### src/spd_consts.vh
// opcodes, sub-codes and timing constants for the serial program decoder
// assumes: included by the decoder files, no other context needed
`ifndef SPD_CONSTS_VH
`define SPD_CONSTS_VH
`define SPD_OP_ENABLE     8'hac
`define SPD_SUB_ENABLE    8'h53
`define SPD_SUB_ERASE     8'h80
`define SPD_SUB_WR_LOCK   8'he0
`define SPD_SUB_WR_CFGL   8'ha0
`define SPD_SUB_WR_CFGH   8'ha8
`define SPD_SUB_WR_CFGX   8'ha4
`define SPD_OP_POLL       8'hf0
`define SPD_OP_LD_EXT     8'h4d
`define SPD_OP_LD_HI      8'h48
`define SPD_OP_LD_LO      8'h40
`define SPD_OP_LD_EE      8'hc1
`define SPD_OP_RD_HI      8'h28
`define SPD_OP_RD_LO      8'h20
`define SPD_OP_RD_EE      8'ha0
`define SPD_OP_RD_LOCK    8'h58
`define SPD_OP_RD_CFG     8'h50
`define SPD_SUB_CFG_ALT   8'h08
`define SPD_OP_RD_SIG     8'h30
`define SPD_OP_RD_CAL     8'h38
`define SPD_OP_WR_PAGE    8'h4c
`define SPD_OP_WR_EE      8'hc0
`define SPD_OP_WR_EEPAGE  8'hc2
`define SPD_CFG_RESET     8'hff
`define SPD_CLK_NS        4
`define SPD_BUSY_NS       4500000
`define SPD_BUSY_CYC      ((`SPD_BUSY_NS + `SPD_CLK_NS - 1) / `SPD_CLK_NS)
`endif

### src/spd_decoder.v
// four-byte serial programming instruction decoder
// assumes: programmer drives serial clock and data asynchronously; array timing elsewhere
`timescale 1ns/1ps
`include "spd_consts.vh"
// What this block does
// (RL1) AC 80 00 00 erases program and EEPROM arrays.
// (RL2) F0 poll returns byte four, bit zero high while an operation pends.
// (RL3) 4D stores byte three as extended flash address.
// (RL4) 48 loads byte four as high half of buffered flash word.
// (RL5) 40 loads byte four as low half of buffered flash word.
// (RL6) programmer loads low byte before high byte of each word.
// (RL7) C1 puts byte four into EEPROM page buffer at low address.
// (RL8) 28 returns high byte of addressed flash word in byte four.
// (RL9) 20 returns low byte of addressed flash word in byte four.
// (RL10) C2 commits EEPROM page; C0 and A0 write or read one byte.
// (RL11) 4C commits flash page at address plus extended address.
// (RL12) 50 08 reads extended config bits; 50 00 reads low config.
// (RL13) 58 08 reads high config bits; 58 00 reads lock bits.
// (RL14) AC A8 writes high config bits; AC A0 writes low config bits.
// (RL15) AC A4 writes extended config bits; AC E0 writes lock bits.
// (RL16) zero means programmed, one unprogrammed, on write and read.
// (RL17) programmer leaves unused config and lock bits unprogrammed; the bench writes random values to them, unused bits included.
// (RL18) programmer commits the EEPROM page buffer after loading it.
// (RL19) when synchronised, echo 53 while the enable third byte shifts.
// (RL20) sample input on rising serial clock, change output on falling.
// (RL21) erase and program refused until a valid enable instruction.
// (RL22) instructions are four bytes; read data out in byte four.
// (RL23) 30 returns signature byte by byte three; 38 returns calibration.
module spd_decoder #(
  parameter BUSY_CYC = `SPD_BUSY_CYC,
  parameter [7:0] SIG0 = 8'h5a,  // arbitrary identity values
  parameter [7:0] SIG1 = 8'h6b,
  parameter [7:0] SIG2 = 8'h7c,
  parameter [7:0] CAL  = 8'h80
) (
  // clock and reset
  input  wire        i_ref_clk,
  input  wire        i_arst_n,
  // programmer pins
  input  wire        i_prog_sck,
  input  wire        i_prog_serial_in,
  output reg         o_prog_serial_out,
  // array side: reads and commits
  input  wire [7:0]  i_flash_rdata,
  input  wire [7:0]  i_ee_rdata,
  output reg         o_erase,
  output reg         o_flash_commit,
  output reg         o_ee_commit,
  output reg         o_ee_write,
  output reg         o_flash_rd,
  output reg         o_ee_rd,
  output reg  [23:0] o_addr,
  output reg  [7:0]  o_wdata,
  output reg         o_prog_enabled
);
  // ********************************
  // input synchronisers and edges
  // ********************************
  reg [1:0] sck_s_q, sdi_s_q;
  reg       sck_prev_q;
  always @(posedge i_ref_clk or negedge i_arst_n) begin
    if (!i_arst_n) begin
      sck_s_q    <= 2'h0;
      sdi_s_q    <= 2'h0;
      sck_prev_q <= 1'b0;
    end else begin
      sck_s_q    <= {sck_s_q[0], i_prog_sck};
      sdi_s_q    <= {sdi_s_q[0], i_prog_serial_in};
      sck_prev_q <= sck_s_q[1];
    end
  end
  wire sck_rise = sck_s_q[1] & ~sck_prev_q;
  wire sck_fall = ~sck_s_q[1] & sck_prev_q;

  // ********************************
  // shift state
  // ********************************
  reg [7:0] sh_q;
  reg [2:0] bit_q;
  reg [1:0] byte_q;
  reg [7:0] b1_q, b2_q, b3_q;
  reg [7:0] tx_q;
  reg [7:0] ext_q;
  reg [7:0] lock_q, cfgl_q, cfgh_q, cfgx_q;
  reg [31:0] busy_q;
  reg       enabled_q;
  wire [7:0] shin = {sh_q[6:0], sdi_s_q[1]};
  wire last_bit = (bit_q == 3'h7);
  wire done_b2  = sck_rise & last_bit & (byte_q == 2'h1);
  wire done_b3  = sck_rise & last_bit & (byte_q == 2'h2);
  wire done_b4  = sck_rise & last_bit & (byte_q == 2'h3);
  wire pending  = (busy_q != 32'h0);

  // page buffer: flash words (low in even, high in odd) and EEPROM bytes
  reg        pb_we;
  reg  [7:0] pb_waddr;
  wire [7:0] pb_rdata;
  always @* begin
    pb_we    = 1'b0;
    pb_waddr = 8'h00;
    if (done_b4 && b1_q == `SPD_OP_LD_LO) begin
      pb_we    = 1'b1;                              // RL5
      pb_waddr = {b3_q[6:0], 1'b0};
    end else if (done_b4 && b1_q == `SPD_OP_LD_HI) begin
      pb_we    = 1'b1;                              // RL4
      pb_waddr = {b3_q[6:0], 1'b1};
    end else if (done_b4 && b1_q == `SPD_OP_LD_EE) begin
      pb_we    = 1'b1;                              // RL7
      pb_waddr = {6'h3f, b3_q[1:0]};
    end
  end
  spd_page_buf #(.AW(8)) u_buf (
    .i_clk   (i_ref_clk),
    .i_we    (pb_we),
    .i_waddr (pb_waddr),
    .i_wdata (shin),
    .i_raddr (8'h00),
    .o_rdata (pb_rdata)
  );

  // reply byte chosen once byte three completes, shifted out in byte four
  reg [7:0] reply;
  always @* begin
    case (b1_q)
      `SPD_OP_POLL:    reply = {7'h00, pending};                        // RL2
      `SPD_OP_RD_HI,
      `SPD_OP_RD_LO:   reply = i_flash_rdata;                           // RL8 RL9
      `SPD_OP_RD_EE:   reply = i_ee_rdata;                              // RL10
      `SPD_OP_RD_CFG:  reply = (b2_q == `SPD_SUB_CFG_ALT) ? cfgx_q : cfgl_q; // RL12 RL16
      `SPD_OP_RD_LOCK: reply = (b2_q == `SPD_SUB_CFG_ALT) ? cfgh_q : lock_q; // RL13 RL16
      `SPD_OP_RD_SIG:  reply = (b3_q[1:0] == 2'h0) ? SIG0 :
                               (b3_q[1:0] == 2'h1) ? SIG1 : SIG2;     // RL23
      `SPD_OP_RD_CAL:  reply = CAL;                                     // RL23
      default:         reply = 8'h00;
    endcase
  end

  // ********************************
  // bit and byte counting, decode
  // ********************************
  // array read data must be valid a few cycles after o_flash_rd/o_ee_rd
  always @(posedge i_ref_clk or negedge i_arst_n) begin
    if (!i_arst_n) begin
      sh_q <= 8'h00; bit_q <= 3'h0; byte_q <= 2'h0;
      b1_q <= 8'h00; b2_q <= 8'h00; b3_q <= 8'h00;
      tx_q <= 8'h00; ext_q <= 8'h00;
      lock_q <= `SPD_CFG_RESET; cfgl_q <= `SPD_CFG_RESET;
      cfgh_q <= `SPD_CFG_RESET; cfgx_q <= `SPD_CFG_RESET;
      busy_q <= 32'h0; enabled_q <= 1'b0;
      o_prog_serial_out <= 1'b0;
      o_erase <= 1'b0; o_flash_commit <= 1'b0; o_ee_commit <= 1'b0;
      o_ee_write <= 1'b0; o_flash_rd <= 1'b0; o_ee_rd <= 1'b0;
      o_addr <= 24'h0; o_wdata <= 8'h00; o_prog_enabled <= 1'b0;
    end else begin
      o_erase <= 1'b0; o_flash_commit <= 1'b0; o_ee_commit <= 1'b0;
      o_ee_write <= 1'b0; o_flash_rd <= 1'b0; o_ee_rd <= 1'b0;
      o_prog_enabled <= enabled_q;
      if (pending) begin
        busy_q <= busy_q - 32'h1;
      end
      // input bits taken on rising serial clock
      if (sck_rise) begin                                      // RL20
        sh_q  <= shin;
        bit_q <= bit_q + 3'h1;
        if (last_bit) begin
          byte_q <= byte_q + 2'h1;                             // RL22
          case (byte_q)
            2'h0: b1_q <= shin;
            2'h1: b2_q <= shin;
            2'h2: b3_q <= shin;
            default: b3_q <= b3_q;
          endcase
        end
      end
      // read addresses presented as soon as byte three lands
      if (done_b3) begin
        // EEPROM read addresses never carry the extended flash byte; C0 and C2 addresses carry it until byte four lands
        o_addr     <= {(b1_q == `SPD_OP_RD_EE) ? 8'h00 : ext_q, b2_q, shin};
        o_flash_rd <= (b1_q == `SPD_OP_RD_HI) | (b1_q == `SPD_OP_RD_LO);
        o_ee_rd    <= (b1_q == `SPD_OP_RD_EE);
      end
      // output changes only on falling serial clock
      if (sck_fall) begin                                      // RL20
        if (bit_q == 3'h0 && byte_q == 2'h2 && b1_q == `SPD_OP_ENABLE) begin
          tx_q              <= {b2_q[6:0], 1'b0};              // RL19
          o_prog_serial_out <= b2_q[7];
        end else if (bit_q == 3'h0 && byte_q == 2'h3) begin
          tx_q              <= {reply[6:0], 1'b0};             // RL22
          o_prog_serial_out <= reply[7];
        end else begin
          tx_q              <= {tx_q[6:0], 1'b0};
          o_prog_serial_out <= tx_q[7];
        end
      end
      // actions when the fourth byte completes
      if (done_b4) begin
        o_wdata <= shin;
        if (b1_q == `SPD_OP_ENABLE && b2_q == `SPD_SUB_ENABLE) begin
          enabled_q <= 1'b1;                                   // RL21
        end
        if (b1_q == `SPD_OP_LD_EXT) begin
          ext_q <= b3_q;                                       // RL3
        end
        if (enabled_q && !pending) begin                       // RL21
          case (b1_q)
            `SPD_OP_ENABLE: begin
              case (b2_q)
                `SPD_SUB_ERASE: begin
                  o_erase <= 1'b1;                             // RL1
                  busy_q  <= BUSY_CYC * 2;
                end
                `SPD_SUB_WR_LOCK: lock_q <= shin;              // RL15 RL16
                `SPD_SUB_WR_CFGL: cfgl_q <= shin;              // RL14
                `SPD_SUB_WR_CFGH: cfgh_q <= shin;              // RL14
                `SPD_SUB_WR_CFGX: cfgx_q <= shin;              // RL15
                default: busy_q <= busy_q;
              endcase
            end
            `SPD_OP_WR_PAGE: begin
              o_flash_commit <= 1'b1;                          // RL11
              o_addr         <= {ext_q, b2_q, b3_q};
              busy_q         <= BUSY_CYC;
            end
            `SPD_OP_WR_EEPAGE: begin
              o_ee_commit <= 1'b1;                             // RL10
              o_addr      <= {8'h00, b2_q, b3_q};
              busy_q      <= BUSY_CYC * 2;
            end
            `SPD_OP_WR_EE: begin
              o_ee_write <= 1'b1;                              // RL10
              o_addr     <= {8'h00, b2_q, b3_q};
              busy_q     <= BUSY_CYC * 2;
            end
            default: busy_q <= busy_q;
          endcase
        end
      end
    end
  end
  // buffered data reaches the arrays through the commit port elsewhere
  wire unused_buf = ^pb_rdata;
endmodule

### src/spd_page_buf.v
// page buffer memory: one byte written per cycle, registered read data
// assumes: single clock, write and read addresses from the decoder
`timescale 1ns/1ps
`include "spd_consts.vh"
module spd_page_buf #(
  parameter AW = 8
) (
  // clock
  input  wire          i_clk,
  // write port
  input  wire          i_we,
  input  wire [AW-1:0] i_waddr,
  input  wire [7:0]    i_wdata,
  // read port
  input  wire [AW-1:0] i_raddr,
  output reg  [7:0]    o_rdata
);
  reg [7:0] mem_q [0:(1<<AW)-1];

  // no reset on the array itself; contents are defined by loads
  always @(posedge i_clk) begin
    if (i_we) begin
      mem_q[i_waddr] <= i_wdata;
    end
    o_rdata <= mem_q[i_raddr];
  end
endmodule

### config.mk
export PLATFORM = sky130hd
export DESIGN_NAME = spd_decoder
export DESIGN_NICKNAME = d
export VERILOG_FILES = /design/src/spd_decoder.v /design/src/spd_page_buf.v
export VERILOG_INCLUDE_DIRS = /design/src
export SDC_FILE = /design/constraint.sdc
export NUM_CORES = 1
export LEC_CHECK = 0
export BUFFER_PORTS_ARGS = -buffer_cell sky130_fd_sc_hd__buf_2
export CORE_MARGIN = 4
export CORE_UTILIZATION = 45
export CTS_BUF_LIST = sky130_fd_sc_hd__clkbuf_8
export DETAILED_ROUTE_END_ITERATION = 10
export HOLD_SLACK_MARGIN = 0.05
export REMOVE_ABC_BUFFERS = 1
export SYNTH_ARGS = -nofsm -noshare
export SYNTH_HDL_FRONTEND = slang
export SYNTH_SLANG_ARGS = --single-unit
### constraint.sdc
create_clock -name i_ref_clk -period 3.74 [get_ports i_ref_clk]
set_clock_uncertainty 0.15 [all_clocks]
set_input_delay 0 -clock i_ref_clk [delete_from_list [all_inputs] [get_ports i_ref_clk]]
set_output_delay 0 -clock i_ref_clk [all_outputs]
set_load 0.05 [all_outputs]
==> metrics.cfg <==
[sta]
worst_slew_pin_slew_ns = 0.8603
rsz0062_at_grt = false
hold_viol = 0
max_freq_ghz = 0.3134
post-route-period-util_pct = 85.32
setup_violations = 0
slew_headroom_pct = 42.65
setup_slack_ns = 0.5491
maxSlewViolCount = 0
hold_ws_ns = 0.01314
period_needed_ns = 3.191
fin_tns_setup_ns = 0

[floorplanning]
core_region_area_um2 = 16580
die-width_um = 138.2
die_y_um = 138.2
dieArea_um2 = 19100
num_io_pins = 60
rows = 47
initial_utilization_pct = 45.99

[critical_path]
critical_path_class = flip-flop to flip-flop
cp-start-kind = flip-flop
crit_path_cell_trace = inv_1 -> ha_1 -> or3b_1 -> nor4_4 -> nand4_4 -> or2_1 -> and2_4 -> mux2_4
ff2ff_setup_slack_ns = 0.55
cp_slowest_cell = or2_1
crit_fanout = 17
critical-path-max-stage-delay_ns = 0.50
critPathRequiredTime_ns = 3.93
cp.arrival_ns = 3.39
crit_path_end_kind = flip-flop

[clock_network]
h-tree-depth = 4
cts-root-buf = clkbuf_8
tritoncts = yes
cts.clk_slew.worst_paths_ns = 0.09
cts.sinks = 161
cts_buffer_depth = 2
cts_inserted_buffers = 17
clk_latency_ns = 0.47

[logic_synthesis]
yosysMostFrequentCell = dfrtp_1
synth_top_area_share_pct = 42.32
synth_mux_area_share_pct = 15.34
ys_seq_area_share_pct = 53.35
synth_commonest_cells = 129 x dfrtp_1, 64 x nand2_1, 61 x mux2_2, 43 x nor2_1, 32 x dfstp_2
syn_avg_cell_area_um2 = 11.59
ys.flop_type = dfrtp_1
synth-seq-cells = 161
syn_area_um2 = 7627
synthTopCellsByArea = dfrtp_1 42%, dfstp_2 11%, mux2_2 9.0%
yosys.area_share.simple_pct = 16.29
synthArstFlopShare_pct = 100.0
synthAdderAreaFrac_pct = 1.444
synth_compound_area_share_pct = 7.890
synthCells = 658
synth_top_family_by_area = simple AND/OR/NAND/NOR gates
yosysUniqueCellTypes = 67
synth_top_area_cell = dfrtp_1
yosys.area_share.xor_xnor_pct = 2.871
ys.warnings.count = 0
synth_edf_count = 0

[detailed_routing]
drtPass1Iterations = 5
avgViaCountPerCell = 5.649
vias = 5406
avgRoutedWirePerCell_um = 19.25
drc = 0
dr.first_iter.drc_count = 345
wirelength_um = 18420
postRouteAntennaNets = 0

[grt]
gr-total-overflow = 0
global_route.usage.total_pct = 19.77
grt_start_max_net_pins = 93
grt_pass1_wl_um = 30170
antenna_found_initial = 0
grt_pass1_vias = 5546

[power_and_ir_drop]
fin_total_pwr_mw = 4.687
pwr_density_cell_nw_per_um2 = 540.0
p_leak_nw = 4.348
ir_drop_v = 0.0002654

[place]
place_ws_ns = 0.6179
placed_cells = 909
dp_hpwl_um = 12810
numPortBuffers = 59
gp_congestion = 0.8560

[layout]
regMostFlops = busy_q
top_regs = busy_q x32, o_addr x24
synthToLayoutAreaGrowth_pct = 13.80
n_antenna_cell = 0
largest_register_ffs = 32
stdcell_count = 957
nNetsFinal = 752
drive_gt1_share_pct = 29.17

[run_status]
status = complete, no violations

[min_path]
hp-class = input port to asynchronous set/reset pin

[job]
max_cap_viol_count = 0

==> metrics by stage <==
step / utilization (%) / area (um2)
2_1_floorplan: - / 7453
3_3_place_gp: 48.95 / 8118
3_5_place_dp: 48.95 / 8118
4_1_cts: 52.34 / 8680
5_1_grt: 52.34 / 8680
6_report: 52.34 / 8680
==> logic make-up (layout without fill, tap and decap cells) <==
| logic type | after synthesis | count (layout) |
|---|---|---|
| AND/OR/NAND/NOR | 213 | 213 |
| flip-flops | 161 | 161 |
| multiplexers | 106 | 106 |
| AO/OA/AOI/OAI | 95 | 95 |
| buffers and inverters | 49 | 128 |
| XOR/XNOR | 25 | 25 |
| adder cells (fa/ha/maj) | 9 | 9 |
==> repair_timing <==
action                    4_1_cts  5_1_grt
setup buffers                   0        0
hold endpoints to repair      112        0
gates resized for setup         0        0
hold buffers                   16        0
==> cell usage in the layout (no fill, tap or decap), types with 17 or more instances in the layout <==
cell,n
a21oi_1,30
buf_2,58
clkbuf_8,17
dfrtp_1,129
dfstp_2,32
mux2_1,18
mux2_2,61
mux2i_1,25
nand2_1,64
nor2_1,43
==> power by group <==
part           total [mW]  leakage (nW)  internal, mW  switching (mW)
registers            2.31          2.08          1.92           0.388
logic                1.09          2.07         0.491           0.599
clock network        1.29         0.201         0.558           0.727
==> metal layers <==
layer / GRT usage [%] / vias to the layer above / share of wire (%) / routed length (um)
met1: 27.42 / 2738 / 46 / 8498
met4: 6.604 / 0 / 2.2 / 407
met2: 31.47 / 139 / 48 / 8821
li1: - / 2503 / - / -
met5: 0 / - / 0 / 0
met3: 3.798 / 26 / 3.8 / 691
==> worst paths after layout <==
| path | from | to | depth (start not counted) |
|---|---|---|---|
| max | busy_q[0]$_DFFE_PN0P_ | o_addr[15]$_DFF_PN0_ | 8 |
| min | i_arst_n | busy_q[25]$_DFFE_PN0P_ | 2 |
| max reg2reg | busy_q[0]$_DFFE_PN0P_ | o_addr[15]$_DFF_PN0_ | 8 |
| min reg2reg | sdi_s_q[0]$_DFF_PN0_ | sdi_s_q[1]$_DFF_PN0_ | 0 |
| max in group asynchronous | i_arst_n | cfgh_q[2]$_DFFE_PN1P_ | 3 |
| min in group i_ref_clk | i_flash_rdata[1] | tx_q[2]$_DFFE_PN0P_ | 5 |
==> critical path: cells and delay by family (launching register included) <==
kind / cells / cell delay, ns
adder cells (fa/ha/maj): 1 / 0.18
buffers and inverters: 1 / 0.09
flip-flops: 1 / 0.41
multiplexers: 1 / 0.31
AND/OR/NAND/NOR: 5 / 1.92
==> area by class of cell <==
| cell class | count | area (um2) |
|---|---|---|
| Sequential cell | 161 | 4069 |
| Clock inverter | 15 | 167.7 |
| Fill cell | 1466 | 7904 |
| Multi-Input combinational cell | 448 | 3343 |
| Clock buffer | 17 | 234.0 |
| Tap cell | 220 | 275.3 |
| Inverter | 11 | 41.29 |
| Timing Repair Buffer | 85 | 549.3 |
No activity file was read; power rests on OpenSTA's default activity.
